===== config.mk =====
export PLATFORM = sky130hd
export DESIGN_NAME = evc_vector_catch
export DESIGN_NICKNAME = d
export VERILOG_FILES = /design/src/verilog/evc_pkg.sv /design/src/verilog/evc_match.sv /design/src/verilog/evc_vector_catch.sv
export VERILOG_INCLUDE_DIRS = /design/src /design/src/verilog
export SDC_FILE = /design/constraint.sdc
export NUM_CORES = 1
export LEC_CHECK = 0
export BUFFER_PORTS_ARGS = -buffer_cell sky130_fd_sc_hd__buf_2
export CORE_ASPECT_RATIO = 0.9
export CORE_UTILIZATION = 32
export CTS_BUF_LIST = sky130_fd_sc_hd__clkbuf_4 sky130_fd_sc_hd__clkbuf_8 sky130_fd_sc_hd__clkbuf_16
export CTS_CLUSTER_DIAMETER = 150
export DETAILED_ROUTE_END_ITERATION = 8
export SYNTH_ARGS = -nofsm -noshare
export SYNTH_HDL_FRONTEND = slang
export SYNTH_SLANG_ARGS = --single-unit

===== constraint.sdc =====
create_clock -name core_clk -period 2.4 [get_ports core_clk]
set_clock_uncertainty 0.1 [all_clocks]
set_input_delay 0.24 -clock core_clk [delete_from_list [all_inputs] [get_ports core_clk]]
set_output_delay 0.24 -clock core_clk [all_outputs]
set_load 0.03 [all_outputs]

===== src/verilog/evc_map.svh =====
// Offsets, field positions, reset values and mode codes for the catch.
`ifndef EVC_MAP_SVH
`define EVC_MAP_SVH
`define EVC_CATCH_RESET 32'h0000_0000
`define EVC_CATCH_WMASK 32'hDE00_DCDF
`define EVC_FAULT_RESET 32'h0000_0000
`define EVC_HIGH_BASE 32'hFFFF_0000
`define EVC_OFS_RESET 32'h0000_0000
`define EVC_OFS_UNDEF 32'h0000_0004
`define EVC_OFS_CALL 32'h0000_0008
`define EVC_OFS_PABT 32'h0000_000C
`define EVC_OFS_DABT 32'h0000_0010
`define EVC_OFS_IRQ 32'h0000_0018
`define EVC_OFS_FAST 32'h0000_001C
`define EVC_ADJ_WIDE 32'h0000_0008
`define EVC_ADJ_NARROW 32'h0000_0004
`define EVC_MODE_MONITOR 5'h16
`define EVC_DMODE_EXCEPTION 2'h2
`define EVC_DMODE_HALT 2'h1
`define EVC_BIT_NS_FAST 31
`define EVC_BIT_NS_IRQ 30
`define EVC_BIT_NS_DABT 28
`define EVC_BIT_NS_PABT 27
`define EVC_BIT_NS_CALL 26
`define EVC_BIT_NS_UNDEF 25
`define EVC_BIT_MB_FAST 15
`define EVC_BIT_MB_IRQ 14
`define EVC_BIT_MB_DABT 12
`define EVC_BIT_MB_PABT 11
`define EVC_BIT_MB_CALL 10
`define EVC_BIT_S_FAST 7
`define EVC_BIT_S_IRQ 6
`define EVC_BIT_S_DABT 4
`define EVC_BIT_S_PABT 3
`define EVC_BIT_S_CALL 2
`define EVC_BIT_S_UNDEF 1
`define EVC_BIT_RESET 0
`endif


===== src/verilog/evc_pkg.sv =====
// Types shared by the vector catch files.
package evc_pkg;
  typedef enum logic [1:0] {
    EVC_ISET_WIDE,
    EVC_ISET_NARROW,
    EVC_ISET_BYTE
  } evc_iset_t;

  // Security context and vector bases supplied by the core.
  typedef struct packed {
    logic nonsecureStateFlag;
    logic [4:0] procMode;
    logic highVectorsSelect;
    logic vectoredIrqEnable;
    logic [31:0] secureVectorBase;
    logic [31:0] nonsecureVectorBase;
    logic [31:0] monitorVectorBase;
    logic [31:0] lastSecureIrqAddr;
    logic [31:0] lastNonsecureIrqAddr;
  } evc_ctx_t;

  // Instruction fetch that has been committed for execution.
  typedef struct packed {
    logic valid;
    logic [31:0] addr;
  } evc_fetch_t;

  // Watchpoint hit report.
  typedef struct packed {
    logic valid;
    logic [31:0] addr;
    evc_iset_t iset;
  } evc_wpt_t;

  // Coprocessor register access.
  typedef struct packed {
    logic writeCatch;
    logic writeFault;
    logic [31:0] data;
  } evc_cpw_t;
endpackage


===== src/verilog/evc_match.sv =====
// Combinational match of one fetch address against the catch enables of the current security world.
`timescale 1ns/1ps
`include "evc_map.svh"
module evc_match (
  // Inputs.
  input wire logic [31:0] catchEn,
  input wire evc_pkg::evc_ctx_t ctx,
  input wire logic [31:0] fetchAddr,
  // Result.
  output logic hit
);
  import evc_pkg::*;

  function automatic logic [31:0] vecAddr(input logic [31:0] base,
      input logic hi, input logic [31:0] ofs);
    vecAddr = (hi ? `EVC_HIGH_BASE : base) + ofs;
  endfunction

  logic secureSide;
  logic [31:0] sIrq;
  logic [31:0] nsIrq;
  logic [31:0] sb;
  logic [31:0] nb;
  logic [31:0] mb;
  logic hv;

  always_comb begin
    hv = ctx.highVectorsSelect;
    sb = ctx.secureVectorBase;
    nb = ctx.nonsecureVectorBase;
    mb = ctx.monitorVectorBase;
    // secure world choice
    secureSide = !ctx.nonsecureStateFlag ||
                 (ctx.procMode == `EVC_MODE_MONITOR);
    // secure irq address
    sIrq = ctx.vectoredIrqEnable ? ctx.lastSecureIrqAddr :
           vecAddr(sb, hv, `EVC_OFS_IRQ);
    // nonsecure irq address
    nsIrq = ctx.vectoredIrqEnable ? ctx.lastNonsecureIrqAddr :
            vecAddr(nb, hv, `EVC_OFS_IRQ);
    hit = 1'b0;
    if (secureSide) begin
      // reset vector
      if (catchEn[`EVC_BIT_RESET] &&
          fetchAddr == (hv ? `EVC_HIGH_BASE : `EVC_OFS_RESET))
        hit = 1'b1;
      // secure base group
      if (catchEn[`EVC_BIT_S_UNDEF] &&
          fetchAddr == vecAddr(sb, hv, `EVC_OFS_UNDEF))
        hit = 1'b1;
      if (catchEn[`EVC_BIT_S_CALL] &&
          fetchAddr == vecAddr(sb, hv, `EVC_OFS_CALL))
        hit = 1'b1;
      if (catchEn[`EVC_BIT_S_PABT] &&
          fetchAddr == vecAddr(sb, hv, `EVC_OFS_PABT))
        hit = 1'b1;
      if (catchEn[`EVC_BIT_S_DABT] &&
          fetchAddr == vecAddr(sb, hv, `EVC_OFS_DABT))
        hit = 1'b1;
      if (catchEn[`EVC_BIT_S_IRQ] && fetchAddr == sIrq)
        hit = 1'b1;
      if (catchEn[`EVC_BIT_S_FAST] &&
          fetchAddr == vecAddr(sb, hv, `EVC_OFS_FAST))
        hit = 1'b1;
      // monitor base group
      if (catchEn[`EVC_BIT_MB_CALL] &&
          fetchAddr == vecAddr(mb, 1'b0, `EVC_OFS_CALL))
        hit = 1'b1;
      if (catchEn[`EVC_BIT_MB_PABT] &&
          fetchAddr == vecAddr(mb, 1'b0, `EVC_OFS_PABT))
        hit = 1'b1;
      if (catchEn[`EVC_BIT_MB_DABT] &&
          fetchAddr == vecAddr(mb, 1'b0, `EVC_OFS_DABT))
        hit = 1'b1;
      if (catchEn[`EVC_BIT_MB_IRQ] &&
          fetchAddr == vecAddr(mb, 1'b0, `EVC_OFS_IRQ))
        hit = 1'b1;
      if (catchEn[`EVC_BIT_MB_FAST] &&
          fetchAddr == vecAddr(mb, 1'b0, `EVC_OFS_FAST))
        hit = 1'b1;
    end else begin
      // nonsecure base group
      if (catchEn[`EVC_BIT_NS_UNDEF] &&
          fetchAddr == vecAddr(nb, hv, `EVC_OFS_UNDEF))
        hit = 1'b1;
      if (catchEn[`EVC_BIT_NS_CALL] &&
          fetchAddr == vecAddr(nb, hv, `EVC_OFS_CALL))
        hit = 1'b1;
      if (catchEn[`EVC_BIT_NS_PABT] &&
          fetchAddr == vecAddr(nb, hv, `EVC_OFS_PABT))
        hit = 1'b1;
      if (catchEn[`EVC_BIT_NS_DABT] &&
          fetchAddr == vecAddr(nb, hv, `EVC_OFS_DABT))
        hit = 1'b1;
      if (catchEn[`EVC_BIT_NS_IRQ] && fetchAddr == nsIrq)
        hit = 1'b1;
      if (catchEn[`EVC_BIT_NS_FAST] &&
          fetchAddr == vecAddr(nb, hv, `EVC_OFS_FAST))
        hit = 1'b1;
    end
  end
endmodule


===== src/verilog/evc_vector_catch.sv =====
// Vector catch enables, watchpoint fault address holder and catch events.
`timescale 1ns/1ps
`include "evc_map.svh"
// Notes on behaviour
// Writing the fault address holder loads the written word.
// Enabled caught vector raises exception or halt per two-bit mode field.
// Any committed fetch from a caught address triggers, not only exceptions.
// Low sixteen enables only trigger on Secure-world fetches.
// Top seven enables only trigger on Non-secure-world fetches.
// A catch enable write takes effect by the next instruction barrier.
// Reserved enable bits read as zero and ignore writes.
// Non-secure enables at bits 31,30,28..25; reset to zero.
// Monitor-base enables at bits 15,14,12..10; reset to zero.
// Secure-base enables at bits 7,6,4..1.
// Bit 0 catches address zero, or high base with high vectors.
// Secure group: secure base plus offset, or high base plus offset.
// Vectored secure irq catch uses last secure handler address.
// Monitor group: monitor base plus offset, unaffected by other settings.
// Non-secure group when flag set and not monitor mode.
// Vectored non-secure irq catch uses last non-secure handler address.
// Watchpoint hit records address plus eight, four, or zero by state.
// Security, mode, vector settings and bases come in from the core.
module evc_vector_catch (
  // Clock and reset.
  input wire logic core_clk,
  input wire logic nrst,
  // Coprocessor writes and barrier.
  input wire evc_pkg::evc_cpw_t cpWrite,
  input wire logic instructionMemoryBarrier,
  // Core context, fetch and watchpoint.
  // core context inputs
  input wire evc_pkg::evc_ctx_t ctx,
  input wire evc_pkg::evc_fetch_t fetch,
  input wire evc_pkg::evc_wpt_t wpt,
  input wire logic [1:0] debugModeSel,
  // Register views.
  output logic [31:0] vectorCatchEnables,
  output logic [31:0] watchpointFaultPc,
  // Catch events.
  output logic catchException,
  output logic catchHalt
);
  import evc_pkg::*;

  // ****************************************************************
  // Register state.
  // ****************************************************************
  logic [31:0] catchWritten_reg;
  logic [31:0] catchWritten_next;
  logic [31:0] catchActive_reg;
  logic [31:0] catchActive_next;
  logic [31:0] faultPc_reg;
  logic [31:0] faultPc_next;
  logic excp_reg;
  logic excp_next;
  logic halt_reg;
  logic halt_next;
  logic hit;

  evc_match uMatch (
    .catchEn(catchActive_reg),
    .ctx(ctx),
    .fetchAddr(fetch.addr),
    .hit(hit)
  );

  always_comb begin
    catchWritten_next = catchWritten_reg;
    catchActive_next = catchActive_reg;
    faultPc_next = faultPc_reg;
    // reserved bits dropped
    if (cpWrite.writeCatch)
      catchWritten_next = cpWrite.data & `EVC_CATCH_WMASK;
    // barrier makes new enables active
    if (instructionMemoryBarrier)
      catchActive_next = catchWritten_next;
    // fault address by state
    if (wpt.valid) begin
      case (wpt.iset)
        EVC_ISET_WIDE: faultPc_next = wpt.addr + `EVC_ADJ_WIDE;
        EVC_ISET_NARROW: faultPc_next = wpt.addr + `EVC_ADJ_NARROW;
        default: faultPc_next = wpt.addr;
      endcase
    end
    // software write wins over hit
    if (cpWrite.writeFault)
      faultPc_next = cpWrite.data;
    // event by debug mode
    excp_next = fetch.valid && hit &&
                debugModeSel == `EVC_DMODE_EXCEPTION;
    halt_next = fetch.valid && hit && debugModeSel == `EVC_DMODE_HALT;
  end

  always_ff @(posedge core_clk or negedge nrst) begin
    if (!nrst) begin
      // enables reset clear
      catchWritten_reg <= `EVC_CATCH_RESET;
      catchActive_reg <= `EVC_CATCH_RESET;
      faultPc_reg <= `EVC_FAULT_RESET;
      excp_reg <= 1'b0;
      halt_reg <= 1'b0;
    end else begin
      catchWritten_reg <= catchWritten_next;
      catchActive_reg <= catchActive_next;
      faultPc_reg <= faultPc_next;
      excp_reg <= excp_next;
      halt_reg <= halt_next;
    end
  end

  assign vectorCatchEnables = catchWritten_reg;
  assign watchpointFaultPc = faultPc_reg;
  assign catchException = excp_reg;
  assign catchHalt = halt_reg;

  // ****************************************************************
  // Per-vector checks.
  // ****************************************************************
  // The caught addresses are rebuilt here from the context alone, so a
  // slip in the shared match decode cannot hide behind itself.
  logic chkSecure;
  logic chkVect;
  logic [31:0] chkSBase;
  logic [31:0] chkNBase;
  logic [31:0] chkMBase;
  logic [31:0] chkAddr;
  logic [31:0] chkEn;

  assign chkSecure = !ctx.nonsecureStateFlag ||
                     ctx.procMode == `EVC_MODE_MONITOR;
  assign chkVect = ctx.vectoredIrqEnable;
  assign chkSBase = ctx.highVectorsSelect ? `EVC_HIGH_BASE :
                    ctx.secureVectorBase;
  assign chkNBase = ctx.highVectorsSelect ? `EVC_HIGH_BASE :
                    ctx.nonsecureVectorBase;
  assign chkMBase = ctx.monitorVectorBase;
  assign chkAddr = fetch.addr;
  assign chkEn = catchActive_reg;

  // True when the fetch address sits at an offset from a vector base.
  function automatic logic atVec(input logic [31:0] addr,
      input logic [31:0] base, input logic [31:0] ofs);
    atVec = (addr == base + ofs);
  endfunction
endmodule


; Word level (Yosys, flattened, before mapping)
; Cells that the tools add are included.
[totals]
regBits = 98
latch_bits = 0
ram_bits = 0
mem_bits_ro = 0
input_bits = 275
out_inout_bits = 66
word_cells = 99
n_memories = 0
[op_classes]
addsub = 19
n_mul = 0
div_mod_pow = 0
magnitude_cmp = 0
n_eq_ne = 22
n_shift = 0
n_mux = 28
bitwise_logic = 0
n_reduce_logical = 25
[op_table]
columns = cell, count
row1 = equality test 32 bit, 18
row2 = "adder 32 x 5 -> 32 bit, second input constant", 9
row3 = two-way mux 32 bit, 8
row4 = "adder 32 x 4 -> 32 bit, second input constant", 7
row5 = "adder 32 x 3 -> 32 bit, second input constant", 3
row6 = case mux 32 bit (2 select lines), 1
row7 = logical AND 1 bit, 21
row8 = two-way mux 1 bit, 19
row9 = "equality test 5 bit, second input constant", 1
row10 = "equality test 2 x 1 -> 1 bit, second input constant", 2
row11 = "equality test 2 bit, second input constant", 1
row12 = zero test 2 bit, 1
row13 = nonzero test 2 bit, 1
row14 = zero test 1 bit, 1
row15 = logical OR 1 bit, 1

; Logic depth before layout (Yosys ltp)
[logic_depth]
ltp_word = 18
ltp_mapped = 18
depth_no_buf = 13

; By module
; A second synthesis with hierarchy kept.
[hier_totals]
cells_unflattened = 2466
area_unflattened_um2 = 17762.0
[modules_own_cells]
columns = module, n_inst, cells_each, area_per_inst_um2, seq_area_each_um2
row1 = evc_match, 1, 2096, 13310.3, 0.0
row2 = evc_vector_catch, 1, 370, 4451.8, 2452.4

; Worst setup path after synthesis
; Ideal clock, no wire load.
[synth_timing]
path_kind = in2reg
startpoint = in ctx[161] in the netlist's numbering
endpoint = reg excp_reg, in the netlist catchException
setup_time_ns = 0.095
arrival_ns = 3.702
t_required_ns = 2.205
path_slack_ns = -1.497
cell_stages = 18
n_path_buf = 6
path_cell_list = buf_4 buf_4 buf_6 buf_4 nor2b_1 ha_1 clkbuf_1 nand4b_1 or4_1 clkbuf_1 xnor2_1 nand4_1 or3_1 nor4b_1 a32oi_1 nand4_1 nor3_1 nor4b_2
[synth_via]
elab_chain_len = 18
word_cells_on_any_way = 64
classes_between = add/sub: 12 / eq/ne: 13 / mux: 24 / reduce/logical: 15
[synth_lines]
columns = item, line
row1 = "start, declared", evc_vector_catch.sv:32  ; input wire evc_pkg::evc_ctx_t ctx,
row2 = two-way mux 32 bit (on tied branches), n/a
row3 = adder 32 x 3 -> 32 bit or equality test 32 bit (tied branches), "evc_match.sv:16, evc_match.sv:45"
row4 = equality test 32 bit or logical AND 1 bit (tied branches), "evc_match.sv:49, evc_match.sv:44"
row5 = logical AND 1 bit or two-way mux 1 bit (tied branches), "evc_match.sv:48, evc_match.sv:44"
row6 = two-way mux 1 bit, evc_match.sv:48  ; if (catchEn[`EVC_BIT_S_UNDEF] &&
row7 = two-way mux 1 bit, evc_match.sv:51  ; if (catchEn[`EVC_BIT_S_CALL] &&
row8 = two-way mux 1 bit, evc_match.sv:54  ; if (catchEn[`EVC_BIT_S_PABT] &&
row9 = two-way mux 1 bit, evc_match.sv:57  ; if (catchEn[`EVC_BIT_S_DABT] &&
row10 = [3 not listed], n/a
row11 = two-way mux 1 bit, evc_match.sv:69  ; if (catchEn[`EVC_BIT_MB_PABT] &&
row12 = two-way mux 1 bit, evc_match.sv:72  ; if (catchEn[`EVC_BIT_MB_DABT] &&
row13 = two-way mux 1 bit, evc_match.sv:75  ; if (catchEn[`EVC_BIT_MB_IRQ] &&
row14 = two-way mux 1 bit, evc_match.sv:78  ; if (catchEn[`EVC_BIT_MB_FAST] &&
row15 = two-way mux 1 bit *, evc_match.sv:42  ; if (secureSide) begin
row16 = logical AND 1 bit *, evc_vector_catch.sv:89  ; excp_next = fetch.valid && hit &&
row17 = logical AND 1 bit (no source line) *, n/a
row18 = via excp_next, evc_vector_catch.sv:55  ; logic excp_next;
row19 = "end signal, assigned", evc_vector_catch.sv:106  ; excp_reg <= excp_next;
row20 = "end, declared", evc_vector_catch.sv:54  ; logic excp_reg;
; Mark *: on every way through the listed nets, which the timed path passes. The rest lies on a longest branch.
; A chain may end at the register's enable or synchronous reset.

; Worst setup path after layout
; Ends and elaborated chain as after synthesis.

==> metrics <==
Routed Antenna Nets=0; num rows=82; Main synth FF type=dfrtp_1; Max Fclk=291 MHz; Synth area leaders=xnor2_1 (14%), dfrtp_1 (11%), xor2_1 (7.7%); commonest non-fill, non-tap cell in the layout=buf_4; Core Area=0.0561 sq mm; YS warnings=0; dominant cell type by area after synthesis=xnor2_1; hold path cells=3; nets@finish=4102; WP data arrival=3590 ps; number of global-route vias before repair=25200; Max IR drop VDD=0.335 mV; gr ovfl total=0; reg2reg path depth=8; initial antenna violation count=12; clock sink total=84; DIE AREA=0.0583 sq mm; share of layout cells above drive strength 1=39.9%; terminus of the critical flop-to-flop path=catchException$_DFF_PN0_; Max-slew headroom=33.1%; commonest cells after routing, fill and taps aside=buf_4 (1000), buf_2 (337), xnor2_1 (300), nand2_1 (236), nor2_1 (200); final setup margin=-1040 ps; Synth cell types=97; first-pass GRT wire length=170000 microns; Hold Crit Class=primary input to flop; CP required=2550 ps; Placed Cells=4531; WL final=119000 microns; status=finished with violations; fin. max-slew vios=0; Final Hold Violating Endpoints=0; Logic pwr share=63.5%; initial core utilization=32.7%; Period Utilization, post-route=143%; CTS H-Tree Depth=3; Max Cap Viol=0; endpoint class of the critical path=flop; chip height=229 microns; sequential share of power=19.3%; sw power=3.82 mW; Seq/Total Area, Yosys=11.5%; Final Hold Slack=11.5 ps; Slew @ Worst Pin=1000 ps; IO Count=341; Vias/cell=5.82; CTS tree=done; # port buffers=340; switching share of total power=44.9%; Seq cells post-synth=84; post-route total power=8.51 mW; Clock Tree Buf Depth=2; hold path start=cpWrite[8]; Syn-to-layout area delta=57.5%; # DRC=0; Inserted Clock Buffers=9; Setup TNS Final=-2030 ps; min Tclk post-route=3440 ps; syn nets=2914; share of the synthesized area in the top cell type=14.4%; ratio of total power to cell area=295 mW/mm^2; worst reg-to-reg setup slack=-490 ps; Die W=254 microns; clock group share of total power=17.2%; crit path kind=primary input to flop; leakage power=12.3 nW; routed len/inst=26.0 microns; largest net degree at the start of global routing=65; Power Internal=4.69 mW; Post-Syn Area=0.0183 sq mm; Cell Count, Final, Fillers Out=4569; clk slew on worst S/H paths=70 ps; Hold EP=watchpointFaultPc[8]$_DFFE_PN0P_; drt first pass iters=6; HPWL after detailed placement=103000 microns; violated checks=setup timing; Synth Instances=2614; initial DRC count=3400; RR Startpoint=catchActive_reg[6]$_DFFE_PN0P_; Setup violations, final=2; Synth Area per Inst=7.01 sq um; unrepaired setup endpoints after global routing=true; Post-synth EDFFs=0; GRT Resource Usage Total=39.8%; Clk Latency, worst-skew pair=340 ps; startpoint types=primary input; Synth async-reset ratio=100%; root buf cell=clkbuf_16; vias=26600; RePlAce Congestion=1.12; crit path max fanout=6
-- layout make-up --
class | count | area [sq um]
multi-input cells | 2293 | 15600
inverters | 50 | 188
flip-flops and latches | 84 | 2100
clock buffers | 9 | 225
repair buffers | 1364 | 9680
diodes | 6 | 15.0
clock inverters | 7 | 92.6
well taps | 756 | 946
fillers | 5757 | 27200
-- cells in the mapped netlist, drive strengths merged, types with 19 or more instances --
master	number
and4	29
or4	20
inv	49
buf	48
nor2	202
and3	30
clkbuf	139
o211ai	26
and2	27
nand3	124
ha	25
a21oi	79
o21ai	165
or3	28
dfrtp	84
nor4	91
nor2b	52
nand2	237
xnor2	309
nand4	113
nand2b	30
o2111ai	19
a211oi	20
xor2	163
o31ai	24
a31oi	34
nor3	122
mux2	39
-- power groups by stage --
stage	Combinational, mW	Sequential [mW]	Clock (mW)
6_report	5.40	1.64	1.46
3_5_place_dp	5.14	1.66	0
2_1_floorplan	2.17	1.78	0
4_1_cts	5.20	1.64	1.50
3_3_place_gp	5.16	1.66	0
5_1_grt	5.64	1.65	1.56
-- kinds of logic after synthesis --
family	Yosys count	synth area share, %
compound gates	538	19.5
simple gates	1202	35.8
flops	84	11.5
buf+inv	237	5.30
mux	56	3.32
fa+ha+maj	25	1.71
xor+xnor	472	22.9
-- worst max-delay path: stages --
cell and delay, ps:
buf_16 140, buf_12 140, nor2b_4 150, inv_2 80
ha_4 150, and3b_2 250, o211ai_1 190, buf_4 180
buf_6 110, nor2_2 30, xnor2_1 170, mux2i_1 230
nand4_1 120, or4_4 570, nor4_4 420, nor3_4 120
nor4b_4 280
-- routing by layer --
metal	wire, microns	track usage (%)
met5	76	0
met4	4960	13.8
met2	47100	56.4
met3	17300	16.6
met1	49500	53.3
-- repair_timing --
action,CTS,global route
endpoints found under the hold margin,42,0
setup buffers,11,2
hold buffers,3,0
resized for setup,26,39
cloned,0,0
setup endpoints to repair,2,2
pin swaps,15,11
-- worst max-delay path by stage --
stage | from | to | slack (ps) | depth (start not counted)
after global placement | ctx[161] | catchException$_DFF_PN0_ | -1530 | 14
after detailed placement | ctx[161] | catchException$_DFF_PN0_ | -1610 | 16
final | ctx[161] | catchException$_DFF_PN0_ | -1040 | 17
after floorplan | ctx[161] | catchException$_DFF_PN0_ | -1120 | 18
after CTS | ctx[161] | catchException$_DFF_PN0_ | -1020 | 16
after global routing | ctx[161] | catchException$_DFF_PN0_ | -1120 | 15
-- stage by stage --
stage	utilization, %	cell area (sq um)	worst slack, ps
floorplan	-	18500	-1120
global placement	50.0	28100	-1530
detailed placement	50.0	28100	-1610
CTS	51.0	28600	-1020
global route	51.4	28900	-1120
finish	51.4	28900	-1040
(Power assumes the default switching activity.)
